<file path="config.mk">
export PLATFORM = sky130hd
export DESIGN_NAME = tba_exec
export DESIGN_NICKNAME = d
export VERILOG_FILES = /design/src/core/tba_pkg.sv /design/src/core/tba_exec.sv
export SDC_FILE = /design/constraint.sdc
export NUM_CORES = 1
export LEC_CHECK = 0
export BUFFER_PORTS_ARGS = -buffer_cell sky130_fd_sc_hd__buf_4
export CAP_MARGIN = 20
export CORE_ASPECT_RATIO = 0.9
export CORE_MARGIN = 3
export CORE_UTILIZATION = 30
export CTS_BUF_LIST = sky130_fd_sc_hd__clkbuf_4
export CTS_CLUSTER_SIZE = 14
export DETAILED_ROUTE_END_ITERATION = 8
export SKIP_LAST_GASP = 1
export SYNTH_ARGS = -nofsm -noshare
export SYNTH_HDL_FRONTEND = slang
export SYNTH_SLANG_ARGS = --single-unit
</file>
<file path="constraint.sdc">
create_clock -name clock_i -period 10 [get_ports clock_i]
set_clock_uncertainty 0.15 [all_clocks]
set_input_delay 1.5 -clock clock_i [delete_from_list [all_inputs] [get_ports clock_i]]
set_output_delay 1.5 -clock clock_i [all_outputs]
set_load 0.1 [all_outputs]
</file>
<file path="src/core/tba_pkg.sv">
// Constants, types and the command layout of the table, bit and arithmetic unit.
// Assumes one clock, synchronous memories with one cycle of read latency.
// Operation
// - PC table read: accumulator pair replaces low 8 PC bits; byte splits to X and A
// - Table reads leave PC alone; page comes from PC of the table instruction
// - PC table read at page's last address takes data from the next page
// - Absolute table read addresses low three bits of B, then C, D, E
// - B-C-accumulator table read addresses B low bits, C, X, A
// - Bit load copies one addressed data bit into the carry flag
// - Bit store writes carry into one data bit, other bits kept
// - Nibble immediate skip-add skips on nibble carry, carry flag kept
// - Byte immediate skip-add skips on byte carry, carry flag kept
// - Memory skip-add adds pointed nibble, skips on carry, carry kept
// - Pair skip-adds in either direction, result to destination, skip on carry
// - Memory carry-add adds nibble and carry, carry follows result
// - After carry-add with carry next nibble skip-add skipped, else no skip
// - Pair carry-add in either direction, destination and carry updated
// - Memory skip-subtract, skip on borrow, carry kept
// - Pair skip-subtract in either direction, minuend written, skip on borrow
// - Memory borrow-subtract subtracts nibble and carry, carry shows borrow
// - After borrow-subtract without borrow next nibble skip-add skipped, else no skip
// - Pair borrow-subtract in either direction, minuend and carry written
// - Nibble immediate AND into accumulator
// - AND with pointed nibble into accumulator; AND with any register pair in either direction, result to destination
package tba_pkg;
  localparam int PC_W = 14;
  localparam int PM_AW = 15;
  localparam int DM_AW = 8;
  localparam logic [7:0] PAGE_LAST = 8'hFF;
  localparam logic [5:0] PAGE_STEP = 6'h01;
  localparam logic [2:0] PAIR_ACC = 3'h0;
  localparam logic [2:0] PAIR_PTR = 3'h1;
  localparam logic [2:0] PAIR_DE = 3'h2;
  localparam logic [2:0] PAIR_BC = 3'h3;
  localparam logic [7:0] REG_RST = 8'h00;
  localparam logic CARRY_RST = 1'b0;
  localparam int NIB_CARRY = 4;
  localparam int BYTE_CARRY = 8;
  typedef enum logic [4:0] {
    OP_TBL_PC = 5'h00, OP_TBL_ABS = 5'h01, OP_TBL_BCACC = 5'h02,
    OP_BIT_LOAD = 5'h03, OP_BIT_STORE = 5'h04,
    OP_SKADD_NIB = 5'h05, OP_SKADD_BYTE = 5'h06, OP_SKADD_MEM = 5'h07,
    OP_SKADD_PAIR = 5'h08, OP_CADD_MEM = 5'h09, OP_CADD_PAIR = 5'h0A,
    OP_SKSUB_MEM = 5'h0B, OP_SKSUB_PAIR = 5'h0C, OP_BSUB_MEM = 5'h0D,
    OP_BSUB_PAIR = 5'h0E, OP_AND_NIB = 5'h0F, OP_AND_MEM = 5'h10,
    OP_AND_PAIR = 5'h11, OP_LOAD_PAIR = 5'h12, OP_LOAD_CARRY = 5'h13
  } tba_op_type;
  typedef enum logic [1:0] {
    BM_FIXED = 2'h0, BM_PORT_L = 2'h1, BM_H_BASE = 2'h2
  } tba_bmode_type;
  typedef enum logic [1:0] {
    S_IDLE = 2'h0, S_WAIT = 2'h1, S_EXEC = 2'h2
  } tba_state_type;
  typedef struct packed {
    logic valid;
    tba_op_type op;
    logic [2:0] pair;
    logic rev;
    logic [7:0] imm;
    tba_bmode_type bmode;
    logic [1:0] bsel;
  } tba_cmd_type;
endpackage

</file>
<file path="src/core/tba_exec.sv">
// Execution unit for table reads, carry bit moves, add, subtract and AND.
// Assumes program and data memories answer one cycle after the address.
`timescale 1ns/1ps
module tba_exec (
  input wire logic clock_i,
  input wire logic rst_n_i,
  input wire logic ce_i,
  input tba_pkg::tba_cmd_type cmd_i,
  input wire logic [tba_pkg::PC_W-1:0] pc_i,
  input wire logic [7:0] pmem_data_i,
  input wire logic [3:0] dmem_rdata_i,
  output logic ready_o,
  output logic done_o,
  output logic skip_pend_o,
  output logic carry_flag_o,
  output logic [7:0][7:0] regs_o,
  output logic [tba_pkg::PM_AW-1:0] pmem_addr_o,
  output logic [tba_pkg::DM_AW-1:0] dmem_addr_o,
  output logic dmem_we_o,
  output logic [3:0] dmem_wdata_o
);
  tba_pkg::tba_state_type state;
  tba_pkg::tba_cmd_type cur;
  logic [7:0][7:0] regs;
  logic carry_flag;
  logic skip_pend;
  logic dec_arm;
  logic dec_skp;
  logic nosk;
  logic [1:0] cur_bit;
  logic take;
  logic drop;
  logic run;
  logic mem_op;
  logic [5:0] page;
  logic [tba_pkg::PM_AW-1:0] t_addr;
  logic [tba_pkg::DM_AW-1:0] b_addr;
  logic [1:0] b_bit;
  logic k_add;
  logic k_sub;
  logic k_skip;
  logic k_carry;
  logic narrow;
  logic [2:0] dst;
  logic [7:0] opa;
  logic [7:0] opb;
  logic cin;
  logic [8:0] sum;
  logic [8:0] res;
  logic flag;

  // Outputs straight from state flops
  assign regs_o = regs;
  assign carry_flag_o = carry_flag;
  assign skip_pend_o = skip_pend;

  // Command acceptance and the skipped-instruction decision
  assign take = ready_o && cmd_i.valid;
  assign drop = skip_pend || (dec_arm && dec_skp && cmd_i.op == tba_pkg::OP_SKADD_NIB);
  assign run = take && !drop;

  // Commands that wait one cycle for program or data memory
  always_comb begin
    unique case (cmd_i.op)
      tba_pkg::OP_TBL_PC, tba_pkg::OP_TBL_ABS, tba_pkg::OP_TBL_BCACC, tba_pkg::OP_BIT_LOAD,
      tba_pkg::OP_BIT_STORE, tba_pkg::OP_SKADD_MEM, tba_pkg::OP_CADD_MEM, tba_pkg::OP_SKSUB_MEM,
      tba_pkg::OP_BSUB_MEM, tba_pkg::OP_AND_MEM: mem_op = 1'b1;
      default: mem_op = 1'b0;
    endcase
  end

  // Table address; page steps when the instruction ends its page
  always_comb begin
    page = pc_i[13:8] + ((pc_i[7:0] == tba_pkg::PAGE_LAST) ? tba_pkg::PAGE_STEP : 6'h00);
    unique case (cmd_i.op)
      tba_pkg::OP_TBL_ABS: t_addr = {regs[tba_pkg::PAIR_BC][6:0], regs[tba_pkg::PAIR_DE]};
      tba_pkg::OP_TBL_BCACC: t_addr = {regs[tba_pkg::PAIR_BC][6:0], regs[tba_pkg::PAIR_ACC]};
      default: t_addr = {1'b0, page, regs[tba_pkg::PAIR_ACC]};
    endcase
  end

  // Bit addressing modes
  always_comb begin
    unique case (cmd_i.bmode)
      tba_pkg::BM_FIXED: begin
        b_addr = cmd_i.imm;
        b_bit = cmd_i.bsel;
      end
      tba_pkg::BM_PORT_L: begin
        b_addr = {cmd_i.imm[7:2], regs[tba_pkg::PAIR_PTR][3:2]};
        b_bit = regs[tba_pkg::PAIR_PTR][1:0];
      end
      tba_pkg::BM_H_BASE: begin
        b_addr = {regs[tba_pkg::PAIR_PTR][7:4], cmd_i.imm[3:0]};
        b_bit = cmd_i.bsel;
      end
      default: begin
        b_addr = cmd_i.imm;
        b_bit = cmd_i.bsel;
      end
    endcase
  end

  // Operand selection and class of the command in execution
  always_comb begin
    k_add = 1'b0;
    k_sub = 1'b0;
    k_skip = 1'b0;
    k_carry = 1'b0;
    narrow = 1'b1;
    dst = tba_pkg::PAIR_ACC;
    opa = {4'h0, regs[tba_pkg::PAIR_ACC][3:0]};
    opb = {4'h0, dmem_rdata_i};
    unique case (cur.op)
      tba_pkg::OP_SKADD_NIB: begin
        k_add = 1'b1;
        k_skip = 1'b1;
        opb = {4'h0, cur.imm[3:0]};
      end
      tba_pkg::OP_SKADD_BYTE: begin
        k_add = 1'b1;
        k_skip = 1'b1;
        narrow = 1'b0;
        opa = regs[tba_pkg::PAIR_ACC];
        opb = cur.imm;
      end
      tba_pkg::OP_SKADD_MEM: begin
        k_add = 1'b1;
        k_skip = 1'b1;
      end
      tba_pkg::OP_CADD_MEM: begin
        k_add = 1'b1;
        k_carry = 1'b1;
      end
      tba_pkg::OP_SKSUB_MEM: begin
        k_sub = 1'b1;
        k_skip = 1'b1;
      end
      tba_pkg::OP_BSUB_MEM: begin
        k_sub = 1'b1;
        k_carry = 1'b1;
      end
      tba_pkg::OP_AND_NIB: opb = {4'h0, cur.imm[3:0]};
      tba_pkg::OP_SKADD_PAIR, tba_pkg::OP_CADD_PAIR, tba_pkg::OP_SKSUB_PAIR,
      tba_pkg::OP_BSUB_PAIR, tba_pkg::OP_AND_PAIR: begin
        narrow = 1'b0;
        k_add = (cur.op == tba_pkg::OP_SKADD_PAIR) || (cur.op == tba_pkg::OP_CADD_PAIR);
        k_sub = (cur.op == tba_pkg::OP_SKSUB_PAIR) || (cur.op == tba_pkg::OP_BSUB_PAIR);
        k_skip = (cur.op == tba_pkg::OP_SKADD_PAIR) || (cur.op == tba_pkg::OP_SKSUB_PAIR);
        k_carry = (cur.op == tba_pkg::OP_CADD_PAIR) || (cur.op == tba_pkg::OP_BSUB_PAIR);
        opa = cur.rev ? regs[cur.pair] : regs[tba_pkg::PAIR_ACC];
        opb = cur.rev ? regs[tba_pkg::PAIR_ACC] : regs[cur.pair];
        dst = cur.rev ? cur.pair : tba_pkg::PAIR_ACC;
      end
      default: narrow = 1'b1;
    endcase
  end

  // Shared adder, subtractor and AND; flag is carry or borrow
  always_comb begin
    cin = k_carry & carry_flag;
    sum = {1'b0, opa} + {1'b0, opb} + {8'h00, cin};
    if (k_add) begin
      res = sum;
    end else if (k_sub) begin
      res = {1'b0, opa} - {1'b0, opb} - {8'h00, cin};
    end else begin
      res = {1'b0, opa & opb};
    end
    flag = narrow ? res[tba_pkg::NIB_CARRY] : res[tba_pkg::BYTE_CARRY];
  end

  // Sequencer: idle, memory wait, execute
  always_ff @(posedge clock_i or negedge rst_n_i) begin
    if (!rst_n_i) begin
      state <= tba_pkg::S_IDLE;
      ready_o <= 1'b0;
      done_o <= 1'b0;
    end else if (ce_i) begin
      done_o <= 1'b0;
      unique case (state)
        tba_pkg::S_IDLE: begin
          ready_o <= 1'b1;
          if (take && drop) begin
            done_o <= 1'b1;
          end else if (run) begin
            ready_o <= 1'b0;
            state <= mem_op ? tba_pkg::S_WAIT : tba_pkg::S_EXEC;
          end
        end
        tba_pkg::S_WAIT: state <= tba_pkg::S_EXEC;
        default: begin
          state <= tba_pkg::S_IDLE;
          ready_o <= 1'b1;
          done_o <= 1'b1;
        end
      endcase
    end
  end

  // Captured command and memory addresses
  always_ff @(posedge clock_i or negedge rst_n_i) begin
    if (!rst_n_i) begin
      cur <= '0;
      cur_bit <= 2'h0;
      nosk <= 1'b0;
      pmem_addr_o <= '0;
      dmem_addr_o <= '0;
    end else if (ce_i && state == tba_pkg::S_IDLE && run) begin
      cur <= cmd_i;
      cur_bit <= b_bit;
      nosk <= dec_arm && cmd_i.op == tba_pkg::OP_SKADD_NIB;
      pmem_addr_o <= t_addr;
      dmem_addr_o <= (cmd_i.op == tba_pkg::OP_BIT_LOAD || cmd_i.op == tba_pkg::OP_BIT_STORE)
        ? b_addr : regs[tba_pkg::PAIR_PTR];
    end
  end

  // Data memory write for the bit store
  always_ff @(posedge clock_i or negedge rst_n_i) begin
    if (!rst_n_i) begin
      dmem_we_o <= 1'b0;
      dmem_wdata_o <= 4'h0;
    end else if (ce_i) begin
      dmem_we_o <= 1'b0;
      if (state == tba_pkg::S_EXEC && cur.op == tba_pkg::OP_BIT_STORE) begin
        dmem_we_o <= 1'b1;
        dmem_wdata_o <= dmem_rdata_i;
        dmem_wdata_o[cur_bit] <= carry_flag;
      end
    end
  end

  // Register pairs
  always_ff @(posedge clock_i or negedge rst_n_i) begin
    if (!rst_n_i) begin
      regs <= {8{tba_pkg::REG_RST}};
    end else if (ce_i && state == tba_pkg::S_EXEC) begin
      unique case (cur.op)
        tba_pkg::OP_TBL_PC, tba_pkg::OP_TBL_ABS, tba_pkg::OP_TBL_BCACC:
          regs[tba_pkg::PAIR_ACC] <= pmem_data_i;
        tba_pkg::OP_BIT_LOAD, tba_pkg::OP_BIT_STORE, tba_pkg::OP_LOAD_CARRY: ;
        tba_pkg::OP_LOAD_PAIR: regs[cur.pair] <= cur.imm;
        default: begin
          if (narrow) begin
            regs[tba_pkg::PAIR_ACC][3:0] <= res[3:0];
          end else begin
            regs[dst] <= res[7:0];
          end
        end
      endcase
    end
  end

  // Carry flag
  always_ff @(posedge clock_i or negedge rst_n_i) begin
    if (!rst_n_i) begin
      carry_flag <= tba_pkg::CARRY_RST;
    end else if (ce_i && state == tba_pkg::S_EXEC) begin
      if (cur.op == tba_pkg::OP_BIT_LOAD) begin
        carry_flag <= dmem_rdata_i[cur_bit];
      end else if (cur.op == tba_pkg::OP_LOAD_CARRY) begin
        carry_flag <= cur.imm[0];
      end else if (k_carry) begin
        carry_flag <= flag;
      end
    end
  end

  // Skip and decimal adjust tracking
  always_ff @(posedge clock_i or negedge rst_n_i) begin
    if (!rst_n_i) begin
      skip_pend <= 1'b0;
      dec_arm <= 1'b0;
      dec_skp <= 1'b0;
    end else if (ce_i) begin
      if (state == tba_pkg::S_IDLE && take) begin
        skip_pend <= 1'b0;
        dec_arm <= 1'b0;
      end else if (state == tba_pkg::S_EXEC) begin
        skip_pend <= k_skip && flag && !nosk;
        if (cur.op == tba_pkg::OP_CADD_MEM || cur.op == tba_pkg::OP_BSUB_MEM) begin
          dec_arm <= 1'b1;
          dec_skp <= (cur.op == tba_pkg::OP_CADD_MEM) ? flag : !flag;
        end
      end
    end
  end
endmodule

</file>
# After elaboration in Yosys (flattened, before gate mapping)
# Memories as Yosys holds them, arrays and structs flattened.
# Cells that the tools add are included.
# word_totals
mem_bits_ro,32
output_inout_bits,96
inputBits,51
ff_bits,120
n_memories,1
wordCells,181
# op_classes
n_mux,54
n_eq_ne,30
n_reduce_logical,53
n_addsub,5
n_lt_le_gt_ge,6
bitwise,6
# memory_table
name,depth,word_bits,rd,rd_clocked_by_memory_dff,write_ports,line,rtl
(no name shown),32,1,1,0,0,tba_exec.sv:64,unique case (cmd_i.op)
# ops
cell,count
$bwmux W64,2
$pmux W56 S2,1
$mux W60,1
$demux W8 S3,2
$mux W8,6
$pmux W8 S3,2
$eq A5 B4 Y1 const B,8
$pmux W8 S2,2
$eq A5 B3 Y1 const B,6
$pmux W15 S2,1
$bmux W8 S3,1
$eq A5 B2 Y1 const B,4
$mux W9,2
$mux W1,17
$logic_and A1 B1 Y1,16
$eq A5 B5 Y1 const B,3
$pmux W1 S2,6
$reduce_and A3 Y1,4
$reduce_or A6 Y1,2
$eq A5 B1 Y1 const B,2
$reduce_and A2 Y1,5
$add A8 B8 Y9,1
$add A9 B1 Y9,1
$sub A8 B8 Y9,1
31 further kinds,58

# Longest topological paths before layout
# depth
word_depth,13
mapped_depth,18
mapped_depth_nobuf,15

# Worst setup path before layout
# Ideal clock, no wire load.
# synth_timing
path_kind,reg2reg
startpoint,"reg regs, in the netlist regs_o[1]"
endpoint,"reg regs, in the netlist regs_o[30]"
required_ps,9695
stages_incl_launch_ff,14
path_slack_ps,5648
path_buffers,0
period_less_slack_ps,4352
setup_time_ps,155
arrival_ps,4047
cell_sequence,dfrtp_1 mux4_2 mux2i_1 nor2_1 a21oi_1 nor2_1 a221o_1 fa_1 a211o_1 a21oi_1 o21ai_0 xor2_1 a222oi_1 o21ai_0
# synth_via
elab_chain_cells,11
word_cells_on_any_way,15
classes_between,4 x add/sub; 11 x mux
# synth_lines
element,line,rtl
from (decl),tba_exec.sv:24,logic [7:0][7:0] regs;
from (signal assigned),tba_exec.sv:237,regs <= {8{tba_pkg::REG_RST}};
"from (signal, indexed assignment)",tba_exec.sv:241,regs[tba_pkg::PAIR_ACC] <= pmem_data_i;
"from (signal, indexed assignment)",tba_exec.sv:243,tba_pkg::OP_LOAD_PAIR: regs[cur.pair] <= cur.imm;
$bmux W8 S3,"tba_exec.sv:151, tba_exec.sv:152",
$mux W8 (not written as such),"tba_exec.sv:151, tba_exec.sv:152",
$mux W8 (on tied branches),"tba_exec.sv:152, tba_exec.sv:151",
$pmux W8 S3 or $pmux W8 S2 (tied branches),tba_exec.sv:114,unique case (cur.op)
$sub A8 B8 Y9,tba_exec.sv:166,"res = {1'b0, opa} - {1'b0, opb} - {8'h00, cin};"
$sub A9 B1 Y9,tba_exec.sv:166,
$mux W9,tba_exec.sv:165,end else if (k_sub) begin
$mux W9 (*),tba_exec.sv:163,if (k_add) begin
$bwmux W64 (*),tba_exec.sv:248,regs[dst] <= res[7:0];
$mux W60 (*),tba_exec.sv:245,if (narrow) begin
$pmux W56 S2 (*),tba_exec.sv:239,unique case (cur.op)
# Every way passes the cells marked *; elsewhere a longest branch is shown, timed or not. The select of a mux whose other input is x is not followed.
# A chain may end at the register's enable or synchronous reset.

# Final worst setup path
# layout_timing
startpoint,reg cur[15] (netlist name)
endpoint,reg skip_pend (netlist: skip_pend_o)
# layout_via
elab_chain_cells,13
word_cells_on_any_way,18
classes_between,4 x add/sub; 11 x mux; 1 x bitwise; 2 x reduce/logical
# layout_lines
element,line,rtl
from (decl),tba_exec.sv:23,tba_pkg::tba_cmd_type cur;
from (signal assigned),tba_exec.sv:210,cur <= cmd_i;
$bmux W8 S3 (*),"tba_exec.sv:151, tba_exec.sv:152",
$mux W8 (not written as such) (*),"tba_exec.sv:151, tba_exec.sv:152",
$mux W8 (on tied branches),"tba_exec.sv:152, tba_exec.sv:151",
$pmux W8 S3 or $pmux W8 S2 (tied branches),tba_exec.sv:114,
$sub A8 B8 Y9,tba_exec.sv:166,
$sub A9 B1 Y9,tba_exec.sv:166,
$mux W9,tba_exec.sv:165,
$mux W9 (*),tba_exec.sv:163,
$mux W1 (*),tba_exec.sv:170,flag = narrow ? res[tba_pkg::NIB_CARRY] : res[tba_pkg::BYTE_CARRY];
$logic_and A1 B1 Y1 (*) (2 in a row),tba_exec.sv:281,skip_pend <= k_skip && flag && !nosk;
$mux W1 (*),tba_exec.sv:280,end else if (state == tba_pkg::S_EXEC) begin
$mux W1 (*),tba_exec.sv:277,if (state == tba_pkg::S_IDLE && take) begin
to (signal assigned),tba_exec.sv:281,
to (decl),tba_exec.sv:26,logic skip_pend;
# Marked as above.

==> qor.yml <==
status: "finished clean"
synth_warnings: 0
async_flop_share_pct: 100
hold_path.class: "reg2reg"
finalCritPeriodShare_pct: 53.4
cts_setup_buffers: 0
fill_cells: 2783
cts_tree: "done"
die-area_mm2: 0.0290
maxSlewHeadroom_pct: 22.8
port_buffers: 146
period_needed_ps: 5340
avgSynthCellArea_um2: 8.69
grt_pass1_vias: 7365
min_to: "dmem_addr_o[2]"
path_class: "reg2reg"
hold_viol: 0
holdCritStartpoint: "dmem_addr_o[2]"
endpoint_kind: "flop"
synth_cells: 932
vias: 8053
clock_latency_ps: 570
drt-total-wl_mm: 32.3
synthesis.nets: 1015
ioPinCount: 147
drt_iter0_markers: 887
worstPathArrival_ps: 5630
syn_to_final_growth_pct: 20.9
gp_congestion: 0.925
die_y_um: 162
synth-seq-cells: 120
antenna_cells: 0
placed_cell_area_mm2: 0.00949
cts-buffers-inserted: 17
drc: 0
antenna_found_initial: 0
rsz0062_at_grt: "no"
cts-root-buf: "clkbuf_4"
viasPerCell: 5.69
dp_cells: 1381
grt_start_max_net_pins: 73
finalNonFillerCells: 1415
drv_slew: 0
hold_buffers: 0
syn_area_mm2: 0.00810
grt_overflow_total: 0
place_hpwl_mm: 23.6
drt_pre_antenna_iters: 7
start_util_pct: 30.8
rr_endpoint: "skip_pend_o"
fmax_ghz: 0.187
drive_above_1_share_pct: 23.3
r2r_start: "cur[15]"
drtAntennaViolNets: 0
synth_edf_count: 0
final_area_mm2: 0.00980
core_area_mm2: 0.0263
startpoint_type: "flop"
grt_use_total_pct: 21.8
clk_pin_slew_worst_paths_ps: 150
worst-path-max-fanout: 28
placementRows: 56
worstHoldPathCells: 2
timing.setup.tns_ps: 0
nets: 1137
fp.dieW_um: 179
clkSinkCount: 120
crit_required_ps: 10290
fin_util_pct: 37.2
cts_resized: 0
finalSetupViolCount: 0
r2r_cells: 14
h-tree-depth: 4
wl_per_cell_um: 22.8
ys.flop_type: "dfrtp_1"
max_cap_viol_count: 0
worst_slew_pin_slew_ps: 1160
seq_area_frac_synth_pct: 37.1
grt_pass1_wl_mm: 47.4
cts.path.max_buffers: 2
yosysUniqueCellTypes: 72
reg2reg_slack_ps: 4660
==> flip-flops by register name, summed over array words and instances, names as in the netlist, 2 cells and up <==
register,cells
dmem_wdata_o,4
pmem_addr_o,15
state,2
cur_bit,2
regs_o,64
cur,17
dmem_addr_o,8
==> routing by layer <==
metal	global-route usage (%)	wire [um]	part of all wire, %	vias up
li1	-	-	-	3658
met1	32.3	14800	46	3940
met2	32.2	14200	44	407
met3	4.63	2770	8.6	48
met4	5.31	562	1.7	0
met5	0	0	0	-
==> kinds of logic (layout without fill, tap and decap cells) <==
group / Yosys count / in the layout / share of synthesized area [%]
buf+inv: 94 / 229 / 4.60
xor+xnor: 13 / 13 / 1.41
flops: 120 / 120 / 37.1
mux: 64 / 64 / 8.97
fa+ha+maj: 32 / 32 / 5.31
simple gates: 305 / 305 / 17.8
compound gates: 304 / 304 / 24.9
==> worst max path at each step <==
| stage | endpoint | start | slack (ps) | cells past startpoint |
|---|---|---|---|---|
| final | skip_pend_o | cur[15] | 4660 | 14 |
| after detailed placement | skip_pend_o | cur[15] | 4730 | 14 |
| after floorplan | regs_o[30] | regs_o[1] | 5650 | 13 |
| after global placement | skip_pend_o | cur[15] | 4930 | 14 |
| after CTS | skip_pend_o | cur[15] | 4730 | 14 |
| after global routing | skip_pend_o | cur[15] | 4470 | 14 |
==> per-stage QoR <==
stage,hold WS [ps],setup slack (ps)
2_1_floorplan,330,5650
6_report,341,4660
3_3_place_gp,314,4930
3_5_place_dp,324,4730
5_1_grt,366,4470
4_1_cts,354,4730
==> worst max-delay path, cell delays in order (launching register included) <==
cell      delay (ps)
dfrtp_1         1040
nand2_1          430
o221ai_1         330
a22oi_1          200
mux2_2           310
nand2_1           80
nand3_1          140
fa_1             490
fa_1             460
nand2b_1         130
a21oi_1           90
xnor2_1          140
a221o_1          620
a221oi_1         480
o22ai_1          150
==> cell usage after synthesis, types with 6 or more instances <==
cell type / n / share of area [%]
or2_2: 6 / 0.46
o21a_1: 7 / 0.65
ha_1: 28 / 4.3
a31oi_1: 20 / 1.5
a221oi_1: 10 / 1.1
a22oi_1: 27 / 2.5
o31ai_1: 22 / 2.0
or3_1: 6 / 0.46
nand2_1: 114 / 5.3
a22o_1: 10 / 1.1
xor2_1: 6 / 0.65
xnor2_1: 7 / 0.76
mux2i_1: 31 / 3.8
a21oi_1: 49 / 3.0
o221ai_1: 7 / 0.76
nor3_1: 18 / 1.1
nand3_1: 15 / 0.93
buf_2: 13 / 0.80
nand2b_1: 16 / 1.2
clkbuf_1: 28 / 1.3
inv_1: 37 / 1.7
buf_1: 14 / 0.65
o22ai_1: 15 / 1.2
and3_1: 10 / 0.77
dfrtp_1: 120 / 37
nor2b_1: 19 / 1.5
a21o_1: 8 / 0.74
mux2_2: 29 / 4.0
o21ai_0: 78 / 4.8
a32oi_1: 7 / 0.76
nor2_1: 79 / 3.7
==> cell type report <==
cell class | count | area, um^2 | share of cell area, %
Timing Repair Buffer | 159 | 1190 | 12.2
Clock buffer | 17 | 128 | 1.30
Clock inverter | 15 | 168 | 1.71
Sequential cell | 120 | 3000 | 30.6
Tap cell | 348 | 435 | 4.44
Inverter | 38 | 143 | 1.46
Multi-Input combinational cell | 718 | 4730 | 48.3
==> cells in the final DEF (no fill, tap or decap), types with 7 or more instances in the layout <==
master    Yosys  layout
nand2b_1     16      16
a31oi_1      20      20
a21oi_1      49      49
a22o_1       10      10
o21ai_0      78      78
o31ai_1      22      22
clkbuf_4      0      17
and3_1       10      10
o221ai_1      7       7
mux2_2       29      29
buf_4         1     156
nand3_1      15      15
nor2_1       79      79
a22oi_1      27      27
mux2i_1      31      31
xnor2_1       7       7
nor2b_1      19      19
inv_1        37      37
a21o_1        8       8
nand2_1     114     113
o21a_1        7       7
o22ai_1      15      15
a32oi_1       7       7
ha_1         28      28
dfrtp_1     120     120
nor3_1       18      18
a221oi_1     10      10
Power is left out: the tool's default activity adds up to more than one toggle a clock period on the data nets, which glitch-free logic cannot reach.
